## src/shared/link_regs_pkg.sv

```systemverilog
package link_regs_pkg;

  // ********************************
  // register map
  // ********************************
  localparam logic [11:0] LINK_CAP_OFFSET  = 12'h0CC;
  localparam logic [11:0] LINK_CTRL_OFFSET = 12'h0D0;
  localparam logic [11:0] LOAD_OFFSET      = 12'h0D8;
  localparam logic [11:0] LINK_OUT_OFFSET  = 12'h0DC;

  // ********************************
  // capability fields
  // ********************************
  localparam int SPEED_LSB   = 0;
  localparam int WIDTH_LSB   = 4;
  localparam int ASPMS_LSB   = 10;
  localparam int L0S_LSB     = 12;
  localparam int L1_LSB      = 15;
  localparam int CLKPM_BIT   = 18;
  localparam int SDOWN_BIT   = 19;
  localparam int DLACT_BIT   = 20;
  localparam int BWNOT_BIT   = 21;
  localparam int PORTNUM_LSB = 24;

  localparam logic [3:0] SPEED_2G5   = 4'h1;
  localparam logic [3:0] SPEED_5G0   = 4'h2;
  localparam logic [5:0] WIDTH_X4    = 6'h04;
  localparam logic [5:0] WIDTH_X1    = 6'h01;
  localparam logic [1:0] ASPMS_RST   = 2'h0;
  localparam logic [2:0] L0S_RST     = 3'h3;
  localparam logic [2:0] L1_RST      = 3'h0;

  // ********************************
  // control fields
  // ********************************
  localparam int ASPM_LSB    = 0;
  localparam int RCB_BIT     = 3;
  localparam int LDIS_BIT    = 4;
  localparam int RETRAIN_BIT = 5;
  localparam int CCLK_BIT    = 6;
  localparam int XSYNC_BIT   = 7;
  localparam int CLKPME_BIT  = 8;
  localparam int HAWD_BIT    = 9;
  localparam int BWMIE_BIT   = 10;
  localparam int ABWIE_BIT   = 11;

  localparam logic [1:0] ASPM_OFF  = 2'h0;
  localparam logic [1:0] ASPM_L0S  = 2'h1;
  localparam logic [1:0] ASPM_L1   = 2'h2;
  localparam logic [1:0] ASPM_BOTH = 2'h3;

  localparam int unsigned FTS_EXT  = 4096;
  localparam int unsigned TS1_EXT  = 1024;

  localparam logic [1:0] RESP_OKAY   = 2'h0;
  localparam logic [1:0] RESP_SLVERR = 2'h2;

  typedef struct packed {
    logic [1:0]  aspm_enable;
    logic        link_disable;
    logic        common_clock;
    logic        hw_width_disable;
    logic        bw_mgmt_int_en;
    logic        auto_bw_int_en;
    logic        l0s_entry_en;
    logic        l1_entry_en;
    logic        rx_l0s_allowed;
    logic [12:0] fts_count;
    logic [10:0] ts1_count;
    logic        clkreq_managed;
  } link_ctrl_t;

endpackage

```

## src/link_cap_ctrl_regs.sv

```systemverilog
// Our own choice: the AXI4-Lite register port.
`timescale 1ns/1ns
// How it works
// - max speed field bits 3:0 encodes 2.5 as 1, 5.0 as 2, resets 2
// - max width resets x4 on upstream in four-lane mode, else x1
// - ASPM support field reports supported entry and resets to zero
// - L0s exit latency resets to code for 256 to under 512 ns
// - L1 exit latency resets to code zero, the shortest latency range
// - clock pm capability resets one upstream, hardwired zero downstream
// - DL active reporting zero upstream, resets one on downstream ports
// - bandwidth notification capability resets to zero on every port
// - port number field resets to the port's own index, zero to five
// - loadable capability defaults can be replaced by the autoload path
// - ASPM control resets zero; 01 L0s, 10 L1, 11 both, 00 none
// - receiver may always enter L0s whatever ASPM control says
// - read completion boundary bit always reads zero
// - link disable hardwired zero upstream, disables link downstream
// - retrain write starts retraining downstream, reads zero, upstream none
// - common clock bit resets zero, one means shared reference clock
// - extended synch sends 4096 FTS leaving L0s, 1024 TS1 leaving L1
// - clock pm enable zero holds clkreq low; hardwired zero downstream
// - bandwidth interrupt enables reset zero, read-only upstream
module link_cap_ctrl_regs
  import link_regs_pkg::*;
#(
  parameter int unsigned PORT_INDEX  = 0,
  parameter bit          UPSTREAM    = 1'b1,
  parameter bit          FOUR_LANE   = 1'b0
) (
  // clock and reset
  input  wire logic        aclk,
  input  wire logic        aresetn,
  // axi4-lite write address
  input  wire logic [11:0] s_axi_awaddr,
  input  wire logic        s_axi_awvalid,
  output logic             s_axi_awready,
  // axi4-lite write data
  input  wire logic [31:0] s_axi_wdata,
  input  wire logic [3:0]  s_axi_wstrb,
  input  wire logic        s_axi_wvalid,
  output logic             s_axi_wready,
  // axi4-lite write response
  output logic [1:0]       s_axi_bresp,
  output logic             s_axi_bvalid,
  input  wire logic        s_axi_bready,
  // axi4-lite read address
  input  wire logic [11:0] s_axi_araddr,
  input  wire logic        s_axi_arvalid,
  output logic             s_axi_arready,
  // axi4-lite read data
  output logic [31:0]      s_axi_rdata,
  output logic [1:0]       s_axi_rresp,
  output logic             s_axi_rvalid,
  input  wire logic        s_axi_rready,
  // link layer side
  output link_ctrl_t       link_ctrl,
  output logic             retrain_pulse,
  output logic             clkreq_n_low_hold
);

  // ********************************
  // reset values per port
  // ********************************
  localparam bit    IS_DOWN   = !UPSTREAM;
  localparam logic [5:0] WIDTH_RST =
    (UPSTREAM && FOUR_LANE) ? WIDTH_X4 : WIDTH_X1;
  localparam logic [7:0] PORT_RST  = 8'(PORT_INDEX);

  // ********************************
  // axi write channel
  // ********************************
  logic        aw_held_reg;
  logic [11:0] aw_addr_reg;
  logic        w_held_reg;
  logic [31:0] w_data_reg;
  logic [3:0]  w_strb_reg;
  logic        bvalid_reg;
  logic [1:0]  bresp_reg;
  logic        wr_go;

  // address and data are parked separately, so they may arrive in either
  // order; nothing new is taken until the response has been accepted,
  // which keeps one write in flight at the cost of some throughput
  assign s_axi_awready = !aw_held_reg && !bvalid_reg;
  assign s_axi_wready  = !w_held_reg && !bvalid_reg;
  assign wr_go         = aw_held_reg && w_held_reg && !bvalid_reg;
  assign s_axi_bvalid  = bvalid_reg;
  assign s_axi_bresp   = bresp_reg;

  always_ff @(posedge aclk) begin
    if (!aresetn) begin
      aw_held_reg <= 1'b0;
      aw_addr_reg <= 12'h000;
    end else if (s_axi_awvalid && s_axi_awready) begin
      aw_held_reg <= 1'b1;
      aw_addr_reg <= s_axi_awaddr;
    end else if (wr_go) begin
      aw_held_reg <= 1'b0;
    end
  end

  always_ff @(posedge aclk) begin
    if (!aresetn) begin
      w_held_reg <= 1'b0;
      w_data_reg <= 32'h0000_0000;
      w_strb_reg <= 4'h0;
    end else if (s_axi_wvalid && s_axi_wready) begin
      w_held_reg <= 1'b1;
      w_data_reg <= s_axi_wdata;
      w_strb_reg <= s_axi_wstrb;
    end else if (wr_go) begin
      w_held_reg <= 1'b0;
    end
  end

  // unmapped words answer with an error and the write is dropped
  logic wr_hit;
  assign wr_hit = (aw_addr_reg[11:2] == LINK_CAP_OFFSET[11:2]) ||
                  (aw_addr_reg[11:2] == LINK_CTRL_OFFSET[11:2]) ||
                  (aw_addr_reg[11:2] == LOAD_OFFSET[11:2]) ||
                  (aw_addr_reg[11:2] == LINK_OUT_OFFSET[11:2]);

  always_ff @(posedge aclk) begin
    if (!aresetn) begin
      bvalid_reg <= 1'b0;
      bresp_reg  <= RESP_OKAY;
    end else if (wr_go) begin
      bvalid_reg <= 1'b1;
      bresp_reg  <= wr_hit ? RESP_OKAY : RESP_SLVERR;
    end else if (s_axi_bready) begin
      bvalid_reg <= 1'b0;
    end
  end

  // byte-lane merge of write data onto an old value
  function automatic logic [31:0] merge(input logic [31:0] old_v,
                                        input logic [31:0] new_v,
                                        input logic [3:0]  strb);
    logic [31:0] r;
    r = old_v;
    for (int i = 0; i < 4; i++) begin
      if (strb[i]) begin
        r[i*8 +: 8] = new_v[i*8 +: 8];
      end
    end
    return r;
  endfunction

  logic wr_cap;
  logic wr_ctrl;
  logic wr_load;
  logic [31:0] wr_merged_ctrl;
  assign wr_cap  = wr_go && (aw_addr_reg[11:2] == LINK_CAP_OFFSET[11:2]);
  assign wr_ctrl = wr_go && (aw_addr_reg[11:2] == LINK_CTRL_OFFSET[11:2]);
  assign wr_load = wr_go && (aw_addr_reg[11:2] == LOAD_OFFSET[11:2]);

  // ********************************
  // capability register
  // ********************************
  // the bus is blocked from writing here; the autoload path stages a
  // value in the load register and commits it with bit 0 of a write to this word
  logic [31:0] load_reg;
  logic [1:0]  aspms_reg;
  logic [2:0]  l0s_lat_reg;
  logic [2:0]  l1_lat_reg;
  logic        clkpm_cap_reg;
  logic        sdown_reg;
  logic        bwnot_reg;
  logic [7:0]  portnum_reg;

  always_ff @(posedge aclk) begin
    if (!aresetn) begin
      load_reg <= 32'h0000_0000;
    end else if (wr_load) begin
      load_reg <= merge(load_reg, w_data_reg, w_strb_reg);
    end
  end

  always_ff @(posedge aclk) begin
    if (!aresetn) begin
      aspms_reg     <= ASPMS_RST;
      l0s_lat_reg   <= L0S_RST;
      l1_lat_reg    <= L1_RST;
      clkpm_cap_reg <= UPSTREAM;
      sdown_reg     <= 1'b0;
      bwnot_reg     <= 1'b0;
      portnum_reg   <= PORT_RST;
    end else if (wr_cap && w_data_reg[0]) begin
      aspms_reg     <= load_reg[ASPMS_LSB +: 2];
      l0s_lat_reg   <= load_reg[L0S_LSB +: 3];
      l1_lat_reg    <= load_reg[L1_LSB +: 3];
      clkpm_cap_reg <= UPSTREAM && load_reg[CLKPM_BIT];
      sdown_reg     <= load_reg[SDOWN_BIT];
      bwnot_reg     <= load_reg[BWNOT_BIT];
      portnum_reg   <= load_reg[PORTNUM_LSB +: 8];
    end
  end

  logic [31:0] cap_word;
  always_comb begin
    cap_word = 32'h0000_0000;
    cap_word[SPEED_LSB +: 4]   = SPEED_5G0;
    cap_word[WIDTH_LSB +: 6]   = WIDTH_RST;
    cap_word[ASPMS_LSB +: 2]   = aspms_reg;
    cap_word[L0S_LSB +: 3]     = l0s_lat_reg;
    cap_word[L1_LSB +: 3]      = l1_lat_reg;
    cap_word[CLKPM_BIT]        = clkpm_cap_reg;
    cap_word[SDOWN_BIT]        = sdown_reg;
    cap_word[DLACT_BIT]        = IS_DOWN;
    cap_word[BWNOT_BIT]        = bwnot_reg;
    cap_word[PORTNUM_LSB +: 8] = portnum_reg;
  end

  // ********************************
  // control register
  // ********************************
  logic [1:0] aspm_reg;
  logic       ldis_reg;
  logic       cclk_reg;
  logic       xsync_reg;
  logic       clkpme_reg;
  logic       hawd_reg;
  logic       bwmie_reg;
  logic       abwie_reg;
  logic       retrain_reg;

  // port-type forcing is applied as the bit is stored, so what reads back
  // is already the value the link side acts on
  assign wr_merged_ctrl = merge(32'h0000_0000, w_data_reg, w_strb_reg);

  always_ff @(posedge aclk) begin
    if (!aresetn) begin
      aspm_reg   <= ASPM_OFF;
      ldis_reg   <= 1'b0;
      cclk_reg   <= 1'b0;
      xsync_reg  <= 1'b0;
      clkpme_reg <= 1'b0;
      hawd_reg   <= 1'b0;
      bwmie_reg  <= 1'b0;
      abwie_reg  <= 1'b0;
    end else if (wr_ctrl) begin
      if (w_strb_reg[0]) begin
        aspm_reg  <= wr_merged_ctrl[ASPM_LSB +: 2];
        ldis_reg  <= IS_DOWN && wr_merged_ctrl[LDIS_BIT];
        cclk_reg  <= wr_merged_ctrl[CCLK_BIT];
        xsync_reg <= wr_merged_ctrl[XSYNC_BIT];
      end
      if (w_strb_reg[1]) begin
        clkpme_reg <= UPSTREAM && wr_merged_ctrl[CLKPME_BIT];
        hawd_reg   <= wr_merged_ctrl[HAWD_BIT];
        bwmie_reg  <= IS_DOWN ? wr_merged_ctrl[BWMIE_BIT] : 1'b0;
        abwie_reg  <= IS_DOWN ? wr_merged_ctrl[ABWIE_BIT] : 1'b0;
      end
    end
  end

  // retraining is a one-cycle request; the bit itself never reads back
  always_ff @(posedge aclk) begin
    if (!aresetn) begin
      retrain_reg <= 1'b0;
    end else begin
      retrain_reg <= wr_ctrl && w_strb_reg[0] && IS_DOWN &&
                     wr_merged_ctrl[RETRAIN_BIT];
    end
  end
  assign retrain_pulse = retrain_reg;

  logic [31:0] ctrl_word;
  always_comb begin
    ctrl_word = 32'h0000_0000;
    ctrl_word[ASPM_LSB +: 2] = aspm_reg;
    ctrl_word[RCB_BIT]       = 1'b0;
    ctrl_word[LDIS_BIT]      = ldis_reg;
    ctrl_word[RETRAIN_BIT]   = 1'b0;
    ctrl_word[CCLK_BIT]      = cclk_reg;
    ctrl_word[XSYNC_BIT]     = xsync_reg;
    ctrl_word[CLKPME_BIT]    = clkpme_reg;
    ctrl_word[HAWD_BIT]      = hawd_reg;
    ctrl_word[BWMIE_BIT]     = bwmie_reg;
    ctrl_word[ABWIE_BIT]     = abwie_reg;
  end

  // ********************************
  // link layer outputs
  // ********************************
  // registered so the link side sees glitch-free levels; they lag a
  // register write by one cycle
  always_ff @(posedge aclk) begin
    if (!aresetn) begin
      link_ctrl         <= '0;
      clkreq_n_low_hold <= 1'b1;
    end else begin
      link_ctrl.aspm_enable      <= aspm_reg;
      link_ctrl.link_disable     <= ldis_reg;
      link_ctrl.common_clock     <= cclk_reg;
      link_ctrl.hw_width_disable <= hawd_reg;
      link_ctrl.bw_mgmt_int_en   <= bwmie_reg;
      link_ctrl.auto_bw_int_en   <= abwie_reg;
      link_ctrl.l0s_entry_en     <= aspm_reg[0];
      link_ctrl.l1_entry_en      <= aspm_reg[1];
      link_ctrl.rx_l0s_allowed   <= 1'b1;
      link_ctrl.fts_count  <= xsync_reg ? 13'(FTS_EXT) : 13'h0000;
      link_ctrl.ts1_count  <= xsync_reg ? 11'(TS1_EXT) : 11'h000;
      link_ctrl.clkreq_managed   <= clkpme_reg;
      clkreq_n_low_hold          <= !clkpme_reg;
    end
  end

  // ********************************
  // axi read channel
  // ********************************
  logic        rvalid_reg;
  logic [31:0] rdata_reg;
  logic [1:0]  rresp_reg;

  // one read in flight: a new address waits while read data is pending
  assign s_axi_arready = !rvalid_reg;
  assign s_axi_rvalid  = rvalid_reg;
  assign s_axi_rdata   = rdata_reg;
  assign s_axi_rresp   = rresp_reg;

  always_ff @(posedge aclk) begin
    if (!aresetn) begin
      rvalid_reg <= 1'b0;
      rdata_reg  <= 32'h0000_0000;
      rresp_reg  <= RESP_OKAY;
    end else if (s_axi_arvalid && s_axi_arready) begin
      rvalid_reg <= 1'b1;
      rresp_reg  <= RESP_OKAY;
      unique case (s_axi_araddr[11:2])
        LINK_CAP_OFFSET[11:2]:  rdata_reg <= cap_word;
        LINK_CTRL_OFFSET[11:2]: rdata_reg <= ctrl_word;
        LOAD_OFFSET[11:2]:      rdata_reg <= load_reg;
        LINK_OUT_OFFSET[11:2]:  rdata_reg <= {31'h0000_0000, ldis_reg};
        default: begin
          rdata_reg <= 32'h0000_0000;
          rresp_reg <= RESP_SLVERR;
        end
      endcase
    end else if (s_axi_rready) begin
      rvalid_reg <= 1'b0;
    end
  end

endmodule

```

## config.mk

```make
export PLATFORM = sky130hd
export DESIGN_NAME = link_cap_ctrl_regs
export DESIGN_NICKNAME = d
export VERILOG_FILES = /design/src/shared/link_regs_pkg.sv /design/src/link_cap_ctrl_regs.sv
export SDC_FILE = /design/constraint.sdc
export NUM_CORES = 1
export LEC_CHECK = 0
export BUFFER_PORTS_ARGS = -buffer_cell sky130_fd_sc_hd__buf_2
export CAP_MARGIN = 10
export CORE_MARGIN = 2
export CORE_UTILIZATION = 48
export CTS_CLUSTER_SIZE = 8
export DETAILED_ROUTE_END_ITERATION = 10
export PLACE_DENSITY = 0.73
export SETUP_SLACK_MARGIN = 0.05
export SYNTH_ARGS = -nofsm -noshare
export SYNTH_HDL_FRONTEND = slang
export SYNTH_SLANG_ARGS = --single-unit
```

## constraint.sdc

```tcl
create_clock -name aclk -period 1.8 [get_ports aclk]
set_clock_uncertainty 0.1 [all_clocks]
set_input_delay 0.18 -clock aclk [delete_from_list [all_inputs] [get_ports aclk]]
set_output_delay 0.18 -clock aclk [all_outputs]
set_load 0.005 [all_outputs]
```

==> qor.yml, run 1 <==
place:
  hpwl_mm: 9.55
  portBuffers: 112
  place_congestion: 0.778
  dp_slack_ns: -0.0454
floorplanning:
  dieArea_sq_um: 13400
  core_area_sq_um: 12100
  ios: 145
  initial_utilization: 0.497
  die_w_um: 116
  row_count: 40
  die_y_um: 116
pwr:
  power_leakage_nw: 3.46
  swShare: 0.212
  pwr-share-comb: 0.076
  cellPowerDensity_nw_per_um2: 1020
  pwr-share-seq: 0.424
  irDropWorstVdd_mv: 0.540
  intPower_mw: 6.40
  p_switching_mw: 1.72
  power.total_mw: 8.11
  clkPwrFrac: 0.501
grt:
  grt.overflow.total: 0
  grt_pass1_vias: 4838
  grt_antenna_before_repair: 0
  grt_max_degree: 61
  track_usage: 0.215
  grt_pass1_wl_mm: 23.0
clocking:
  h-tree-depth: 4
  cts_root_buffer: "clkbuf_16"
  cts_sinks: 149
  cts_buffers: 17
  cts_tree: "yes"
  clkTransAtPathRegs_ns: 0.06
  clock_latency_ns: 0.41
  cts_buffer_depth: 2
synthesis:
  synth_area_leader_cell: "dfxtp_1"
  synth_area_sq_um: 6010
  synth_warnings: 0
  synthArstFlopShare: 0
  seq_area_frac_synth: 0.496
  synth_cell_types: 37
  yosys-top-cells-area: "dfxtp_1, mux2i_1, nand2_1, a21oi_1, buf_4"
  synth_edf_count: 0
  yosys_register_bits: 149
  yosys_most_used_dff: "dfxtp_1"
  avgSynthCellArea_sq_um: 8.99
  syn_inst: 669
  synth_top_cell_area_share: 0.496
layout:
  synthToLayoutAreaGrowth_pct: 32.9
  fillCellCount: 954
  mostFrequentLayoutCell: "nand2_1"
  drive_gt1_frac: 0.228
  mostFrequentLayoutCells: "nand2_1, dfxtp_1, buf_2"
  insertedDiodeCount: 0
  nets: 893
sta:
  max_slew_margin: 0.639
  tightest_slew_ns: 0.541
  final.setup.worst_slack_ns: 0.0200
  setup_viol: 0
  timing.final.crit_period_ns: 1.78
  hold_violations: 0
  clock.fmax_mhz: 562
  maxSlewViolCount: 0
  rsz0062_at_grt: "yes"
  timing.hold.ws_ns: 0.0465
  finalCritPeriodShare: 0.989
setup_path:
  critical_path_required_ns: 2.00
  crit_family: "simple AND/OR/NAND/NOR gates"
  cp-start-kind: "register"
  crit_fanout: 10
  end_kind: "register"
  worst-setup-path-type: "register to register"
  crit_arrival_ns: 1.98
  cp_num_buf_inv: 1
  crit_chain: "or3_4 -> or4_4 -> buf_12 -> mux2i_2"
  crit_slowest_cell: "or4_4"
  worst_path_largest_cell_delay_ns: 0.49
detailed_routing:
  drtIter0Drc: 311
  route.vias.total: 5096
  wl_per_cell_um: 14.3
  postRouteAntennaNets: 0
  route.detailed.drc: 0
  firstDrtPassIters: 5
  drt-total-wl_mm: 14.4
  vias_per_cell: 5.06
min_path:
  min_path_type: "primary input to register"
status:
  outcome: "completed"
run:
  maxCapViolations: 0
[worst register-to-register path, delay by kind of cell, from the launching register on]
family / cells / cell delay (ns)
buffers and inverters: 1 / 0.18
and+or+nand+nor: 2 / 0.91
muxes: 1 / 0.15
DFF: 1 / 0.32
[per-layer routing]
metal | vias to the layer above | GRT usage | routed length, um
met5 | - | 0 | 0
met4 | 0 | 0.0706 | 272
met3 | 23 | 0.0507 | 771
met2 | 170 | 0.356 | 6760
met1 | 2376 | 0.279 | 6610
li1 | 2527 | - | -
[path summary, 6_finish.rpt]
| path | startpoint | endpoint | slack [ns] | cells past startpoint |
|---|---|---|---|---|
| min reg2reg | s_axi_rdata[22] | s_axi_rdata[22] | 0.35 | 2 |
| max reg2reg | aw_addr_reg[10] | clkpm_cap_reg | 0.02 | 4 |
| min | aresetn | link_ctrl[24] | 0.05 | 3 |
| max | aw_addr_reg[10] | clkpm_cap_reg | 0.02 | 4 |
[logic make-up (layout without fill, tap and decap cells)]
| logic type | after synthesis | after routing | synth area share |
|---|---|---|---|
| compound gates | 98 | 98 | 0.0905 |
| buf+inv | 91 | 234 | 0.0807 |
| flops | 149 | 149 | 0.496 |
| mux | 74 | 74 | 0.123 |
| other cells | 1 | 28 | 0.000623 |
| simple gates | 256 | 256 | 0.209 |
[cells in the mapped netlist, types with 2 or more instances]
cell type and count:
nand2_1 164, dfxtp_1 149, mux2i_1 73, a21oi_1 48, clkbuf_1 44, buf_4 31
o21ai_0 28, nand3_1 26, a22oi_1 19, nor2_1 19, and3b_1 10, inv_1 9
nand4_1 8, nand4b_1 5, nand2b_1 4, nor4_4 4, nand4bb_1 3, buf_1 2
buf_6 2, nor2b_1 2, nor3b_1 2, or4_1 2
[metrics by stage]
stage | TNS, ns | cell area (sq um) | utilization | cells
2_1_floorplan | -0.886 | 6140 | - | 696
3_3_place_gp | 0 | 6760 | 0.558 | 924
3_5_place_dp | -0.500 | 6760 | 0.558 | 924
4_1_cts | -0.0151 | 7960 | 0.657 | 1006
5_1_grt | -0.00686 | 7990 | 0.660 | 1007
6_report | 0 | 7990 | 0.660 | 1007
[power by group through the flow]
stage | Sequential (mW) | Clock, mW | Combinational [mW]
2_1_floorplan | 3.49 | 0 | 0.373
3_3_place_gp | 3.50 | 0 | 0.503
3_5_place_dp | 3.50 | 0 | 0.520
4_1_cts | 3.43 | 4.10 | 0.606
5_1_grt | 3.44 | 4.25 | 0.681
6_report | 3.44 | 4.06 | 0.613
[final cells by class]
class                           count  area (sq um)  share of cell area
Tap cell                          168           210              0.0263
Multi-Input combinational cell    456          2670               0.334
Clock inverter                     14           256              0.0321
Timing Repair Buffer              192          1400               0.176
Clock buffer                       18           429              0.0537
Inverter                           10          37.5             0.00470
Sequential cell                   149          2990               0.373
[timing repair]
| item | CTS | global route |
|---|---|---|
| buffers inserted | 1 | 0 |
| gates cloned | 0 | 1 |
| endpoints found under the hold margin | 49 | 0 |
| pin swaps | 1 | 1 |
| hold buffers | 49 | 0 |
| endpoints found under the setup margin | 24 | 24 |
| resized for setup | 1 | 3 |
No activity file was read; power rests on OpenSTA's default activity.
==> run 2: changes to the inputs <==
--- a/config.mk
+++ b/config.mk
@@ -12,6 +12,7 @@
 export CTS_CLUSTER_SIZE = 8
 export DETAILED_ROUTE_END_ITERATION = 10
 export PLACE_DENSITY = 0.73
+export REMOVE_ABC_BUFFERS = 1
 export SETUP_SLACK_MARGIN = 0.05
 export SYNTH_ARGS = -nofsm -noshare
 export SYNTH_HDL_FRONTEND = slang
==> run 2 against run 1 <==
Net effect:
- core utilization down 1.1 points
- fmax down 0.91%
- largest cell class unchanged
- worst setup slack worse by 0.016 ns
- power down 7.4%
- final area down 1.6%
- critical path depth unchanged
- hold slack better by 0.081 ns
- non-clock buffer count down 1
- combinational power about the same
==> qor.yml, run 2 (synthesis gave the netlist of run 1 again) <==
grt:
  grt_pass1_vias: 5013
  grt_max_degree: 52
  grt.overflow.total: 0
  grt_antenna_before_repair: 0
  grt_pass1_wl_mm: 23.3
  track_usage: 0.224
setup_path:
  rr_startpoint: "aw_addr_reg[2]"
  crit_fanout: 19
  r2r-end: "portnum_reg[2]"
  setup.worst_path.end: "portnum_reg[2]"
  end_kind: "register"
  crit_arrival_ns: 2.00
  rrSetupSlack_ns: 0.004
  cp-start-kind: "register"
  worst_r2r_path_depth: 4
  critical_path_required_ns: 2.01
  crit_start: "aw_addr_reg[2]"
  worst-setup-path-type: "register to register"
sta:
  setup_viol: 0
  hold_violations: 0
  timing.hold.ws_ns: 0.128
  maxSlewViolCount: 0
  finalCritPeriodShare: 0.998
  rsz0062_at_grt: "yes"
  timing.final.crit_period_ns: 1.80
  clock.fmax_mhz: 557
clocking:
  h-tree-depth: 4
  clock_latency_ns: 0.42
  cts_buffer_depth: 2
  clkTransAtPathRegs_ns: 0.06
  cts_tree: "yes"
  cts_buffers: 17
  cts_sinks: 149
  cts_root_buffer: "clkbuf_16"
floorplanning:
  initial_utilization: 0.497
  die_y_um: 116
  ios: 145
  row_count: 40
  die_w_um: 116
  dieArea_sq_um: 13400
  core_area_sq_um: 12100
detailed_routing:
  vias_per_cell: 5.08
  route.vias.total: 5114
  wl_per_cell_um: 14.7
  drt-total-wl_mm: 14.8
  firstDrtPassIters: 5
  route.detailed.drc: 0
  drtIter0Drc: 263
  postRouteAntennaNets: 0
place:
  place_congestion: 0.792
  hpwl_mm: 9.73
  portBuffers: 112
  dp_cells: 923
pwr:
  cellPowerDensity_nw_per_um2: 956
  power_leakage_nw: 3.37
  irDropWorstVdd_mv: 0.611
layout:
  insertedDiodeCount: 0
  nets: 892
  mostFrequentLayoutCell: "nand2_1"
  fillCellCount: 1037
  mostFrequentLayoutCells: "nand2_1, dfxtp_1, buf_2"
  drive_gt1_frac: 0.229
  stdcell_count: 1006
  synthToLayoutAreaGrowth_pct: 30.7
status:
  outcome: "completed"
run:
  maxCapViolations: 0
min_path:
  min_path_type: "primary input to register"
-- run 2: how the worst min path moves through the flow --
| stage | startpoint | endpoint | depth (start not counted) |
|---|---|---|---|
| 3_3_place_gp | s_axi_awaddr[2] | aw_addr_reg[2] | 3 |
| 2_1_floorplan | aresetn | link_ctrl[25] | 0 |
| 6_report | s_axi_arvalid | s_axi_rresp[1] | 3 |
| 3_5_place_dp | s_axi_awaddr[7] | aw_addr_reg[7] | 3 |
| 5_1_grt | s_axi_arvalid | s_axi_rresp[1] | 3 |
| 4_1_cts | s_axi_arvalid | s_axi_rresp[1] | 3 |
-- run 2: per-stage QoR --
step                      setup WS, ns  TNS [ns]  utilization  power (mW)  cell area (sq um)
after floorplan                  -1.02    -44.59            -        3.75               5670
after global placement          -0.168     -3.83        0.554        4.00               6710
after detailed placement        -0.204     -4.76        0.554        4.02               6710
after CTS                       0.0314         0        0.647        7.55               7840
after global routing           -0.0169   -0.0612        0.649        7.75               7860
final                          0.00362         0        0.649        7.52               7860
-- run 2: what timing repair did --
item / CTS / global route
hold endpoints to repair: 50 / 0
hold buffers: 50 / 0
gates resized for setup: 4 / 6
buffers inserted: 1 / 0
pin swaps: 4 / 3
endpoints found under the setup margin: 42 / 41
-- run 2: routing by layer --
layer,GRT usage,routed length (um),share of wire,vias to the layer above
met1,0.256,6130,0.41,2412
li1,-,-,-,2516
met4,0.104,320,0.022,0
met5,0,0,0,-
met2,0.398,7640,0.52,157
met3,0.0518,738,0.050,29
-- run 2: final cells by class --
type | instances | area, sq um | share of cell area
Sequential cell | 149 | 2980 | 0.380
Multi-Input combinational cell | 456 | 2690 | 0.343
Timing Repair Buffer | 191 | 1350 | 0.172
Clock buffer | 19 | 453 | 0.0576
Tap cell | 168 | 210 | 0.0267
Clock inverter | 13 | 133 | 0.0169
Inverter | 10 | 37.5 | 0.00477
-- run 2: power by group --
part	switching (mW)	internal, mW
registers	0.0624	3.38
clock network	1.36	2.10
logic	0.334	0.279
-- run 2: worst max-delay path, stage by stage (launching register included) --
cell	delay, ns
dfxtp_1	0.50
nand4b_1	0.17
or4_4	0.55
buf_12	0.18
mux2i_2	0.16
==> run 3: changes to the inputs <==
--- a/config.mk
+++ b/config.mk
@@ -5,10 +5,11 @@
 export SDC_FILE = /design/constraint.sdc
 export NUM_CORES = 1
 export LEC_CHECK = 0
+export ABC_AREA = 1
 export BUFFER_PORTS_ARGS = -buffer_cell sky130_fd_sc_hd__buf_2
 export CAP_MARGIN = 10
 export CORE_MARGIN = 2
-export CORE_UTILIZATION = 48
+export CORE_UTILIZATION = 49
 export CTS_CLUSTER_SIZE = 8
 export DETAILED_ROUTE_END_ITERATION = 10
 export PLACE_DENSITY = 0.73
==> run 3 against run 2 <==
Net effect:
- worst setup slack improved by 0.16 ns
- sequential power rose by 1%
- synthesized cell count rose by 43%
- highest routed layer unchanged
==> qor.yml, run 3 <==
pwr:
  clkPwrFrac: 0.476
  p_switching_mw: 1.87
  irDropWorstVdd_mv: 0.709
  power_leakage_nw: 4.02
  pwr-share-comb: 0.085
  intPower_mw: 6.07
  swShare: 0.236
  cellPowerDensity_nw_per_um2: 939
  pwr-share-seq: 0.438
synthesis:
  yosys_most_used_dff: "dfxtp_1"
  yosys-top-cells-count: "nand2_1, dfxtp_1, inv_1, nor2_1, a21oi_1"
  synth_area_leader_cell: "dfxtp_1"
  synthArstFlopShare: 0
  synth_cell_types: 27
  synth_warnings: 0
  synth_area_sq_um: 6670
  yosys_register_bits: 149
  yosysMostFrequentCell: "nand2_1"
  syn_inst: 958
  yosys-top-cells-area: "dfxtp_1, nand2_1, inv_1, nor2_1, nand4_1"
  avgSynthCellArea_sq_um: 6.96
  synth_top_cell_area_share: 0.447
  seq_area_frac_synth: 0.447
  synth_edf_count: 0
detailed_routing:
  firstDrtPassIters: 5
  route.detailed.drc: 0
  drt-total-wl_mm: 16.0
  drtIter0Drc: 397
  vias_per_cell: 4.79
  postRouteAntennaNets: 0
  wl_per_cell_um: 12.4
  route.vias.total: 6165
setup_path:
  crit_fanout: 18
  cp_common_cell: "nor2_1"
  crit_arrival_ns: 1.86
  crit_slowest_cell: "dfxtp_1"
  crit_chain: "nor2_1 -> nand3_2 -> nor3_4 -> buf_4 -> clkbuf_16 -> nand4_1 -> nand2_1 -> nor2_1"
  cp_num_buf_inv: 2
  end_kind: "register"
  rr_startpoint: "aw_addr_reg[9]"
  r2r-end: "load_reg[20]"
  worst_path_largest_cell_delay_ns: 0.32
  crit_family: "simple AND/OR/NAND/NOR gates"
  rrSetupSlack_ns: 0.16
  worst_r2r_path_depth: 8
  worst-setup-path-type: "register to register"
  cp-start-kind: "register"
  critical_path_required_ns: 2.03
floorplanning:
  ios: 145
  initial_utilization: 0.504
  row_count: 42
  dieArea_sq_um: 14600
  die_y_um: 121
  core_area_sq_um: 13200
  die_w_um: 121
sta:
  maxSlewViolCount: 0
  hold_violations: 0
  fin_tns_setup_ns: 0
  tightest_slew_ns: 0.591
  timing.hold.ws_ns: 0.0205
  setup_viol: 0
  rsz0062_at_grt: "no"
  finalCritPeriodShare: 0.909
  timing.final.crit_period_ns: 1.64
  clock.fmax_mhz: 611
  max_slew_margin: 0.605
place:
  hpwl_mm: 9.46
  portBuffers: 112
  place_congestion: 0.786
layout:
  nets: 1165
  insertedDiodeCount: 0
  synthToLayoutAreaGrowth_pct: 26.7
  mostFrequentLayoutCell: "nand2_1"
  mostFrequentLayoutCells: "nand2_1, dfxtp_1, inv_1"
  drive_gt1_frac: 0.167
min_path:
  min_from: "s_axi_araddr[3]"
  min_path_type: "primary input to register"
  hold_depth: 4
  holdPathEnd: "s_axi_rresp[1]"
clocking:
  cts_buffers: 17
  cts_tree: "yes"
  cts_root_buffer: "clkbuf_16"
  cts_buffer_depth: 2
  cts_sinks: 149
  h-tree-depth: 4
  clock_latency_ns: 0.43
  clkTransAtPathRegs_ns: 0.06
grt:
  grt.overflow.total: 0
  grt_pass1_vias: 5767
  grt_antenna_before_repair: 0
  grt_pass1_wl_mm: 26.7
  grt_max_degree: 58
  track_usage: 0.228
status:
  outcome: "completed"
run:
  maxCapViolations: 0
==> run 3: what timing repair did <==
| item | CTS | global route |
|---|---|---|
| buffers inserted | 0 | 1 |
| endpoints found under the hold margin | 48 | 0 |
| hold buffers | 48 | 0 |
| endpoints found under the setup margin | 0 | 25 |
| gates resized for setup | 0 | 1 |
==> run 3: logic make-up after synthesis <==
kind of cell,Yosys count,share of synthesized area
simple gates,444,0.299
buf+inv,238,0.157
other cells,1,0.000562
flops,149,0.447
compound gates,126,0.0962
==> run 3: power groups by stage <==
stage / logic (mW) / clock network (mW) / registers, mW
floorplan: 0.319 / 0 / 3.54
detailed placement: 0.591 / 0 / 3.55
finish: 0.677 / 3.78 / 3.48
CTS: 0.673 / 3.84 / 3.48
global placement: 0.582 / 0 / 3.55
global route: 0.767 / 3.97 / 3.49
==> run 3: layer usage <==
metal	wire length, um	GRT usage	share of wire
met2	7600	0.387	0.47
met5	0	0	0
met3	826	0.0429	0.052
met4	324	0.0923	0.020
met1	7270	0.286	0.45
==> run 3: metrics by stage <==
step / util / area, sq um / total power [mW] / setup WS, ns / instances
final: 0.638 / 8450 / 7.94 / 0.164 / 1287
after global routing: 0.638 / 8450 / 8.23 / 0.0485 / 1287
after CTS: 0.635 / 8410 / 7.99 / 0.120 / 1285
after detailed placement: 0.551 / 7300 / 4.14 / 0.165 / 1205
after global placement: 0.551 / 7300 / 4.13 / 0.193 / 1205
after floorplan: - / 6290 / 3.85 / -0.875 / 899
==> run 3: worst max path at each step <==
stage	startpoint	endpoint	slack (ns)	cells past startpoint
6_report	aw_addr_reg[9]	load_reg[20]	0.16	8
5_1_grt	aw_addr_reg[9]	load_reg[30]	0.05	8
4_1_cts	aw_addr_reg[9]	load_reg[11]	0.12	8
3_5_place_dp	aw_addr_reg[9]	load_reg[12]	0.16	8
3_3_place_gp	aw_addr_reg[9]	load_reg[17]	0.19	8
2_1_floorplan	s_axi_araddr[10]	s_axi_rdata[20]	-0.88	5
==> run 3: worst register-to-register path, stage by stage, from the launching register on <==
cell	delay, ns
dfxtp_1	0.32
nor2_1	0.13
nand3_2	0.15
nor3_4	0.25
buf_4	0.17
clkbuf_16	0.19
nand4_1	0.11
nand2_1	0.09
nor2_1	0.04
==> run 3: cell type report <==
cell class	instances	area, sq um
inverter	152	571
tap	176	220
multi-input combinational	598	2760
clock inverter	12	176
sequential	149	2980
fill	1196	4790
timing repair buffer	180	1290
clock buffer	20	457
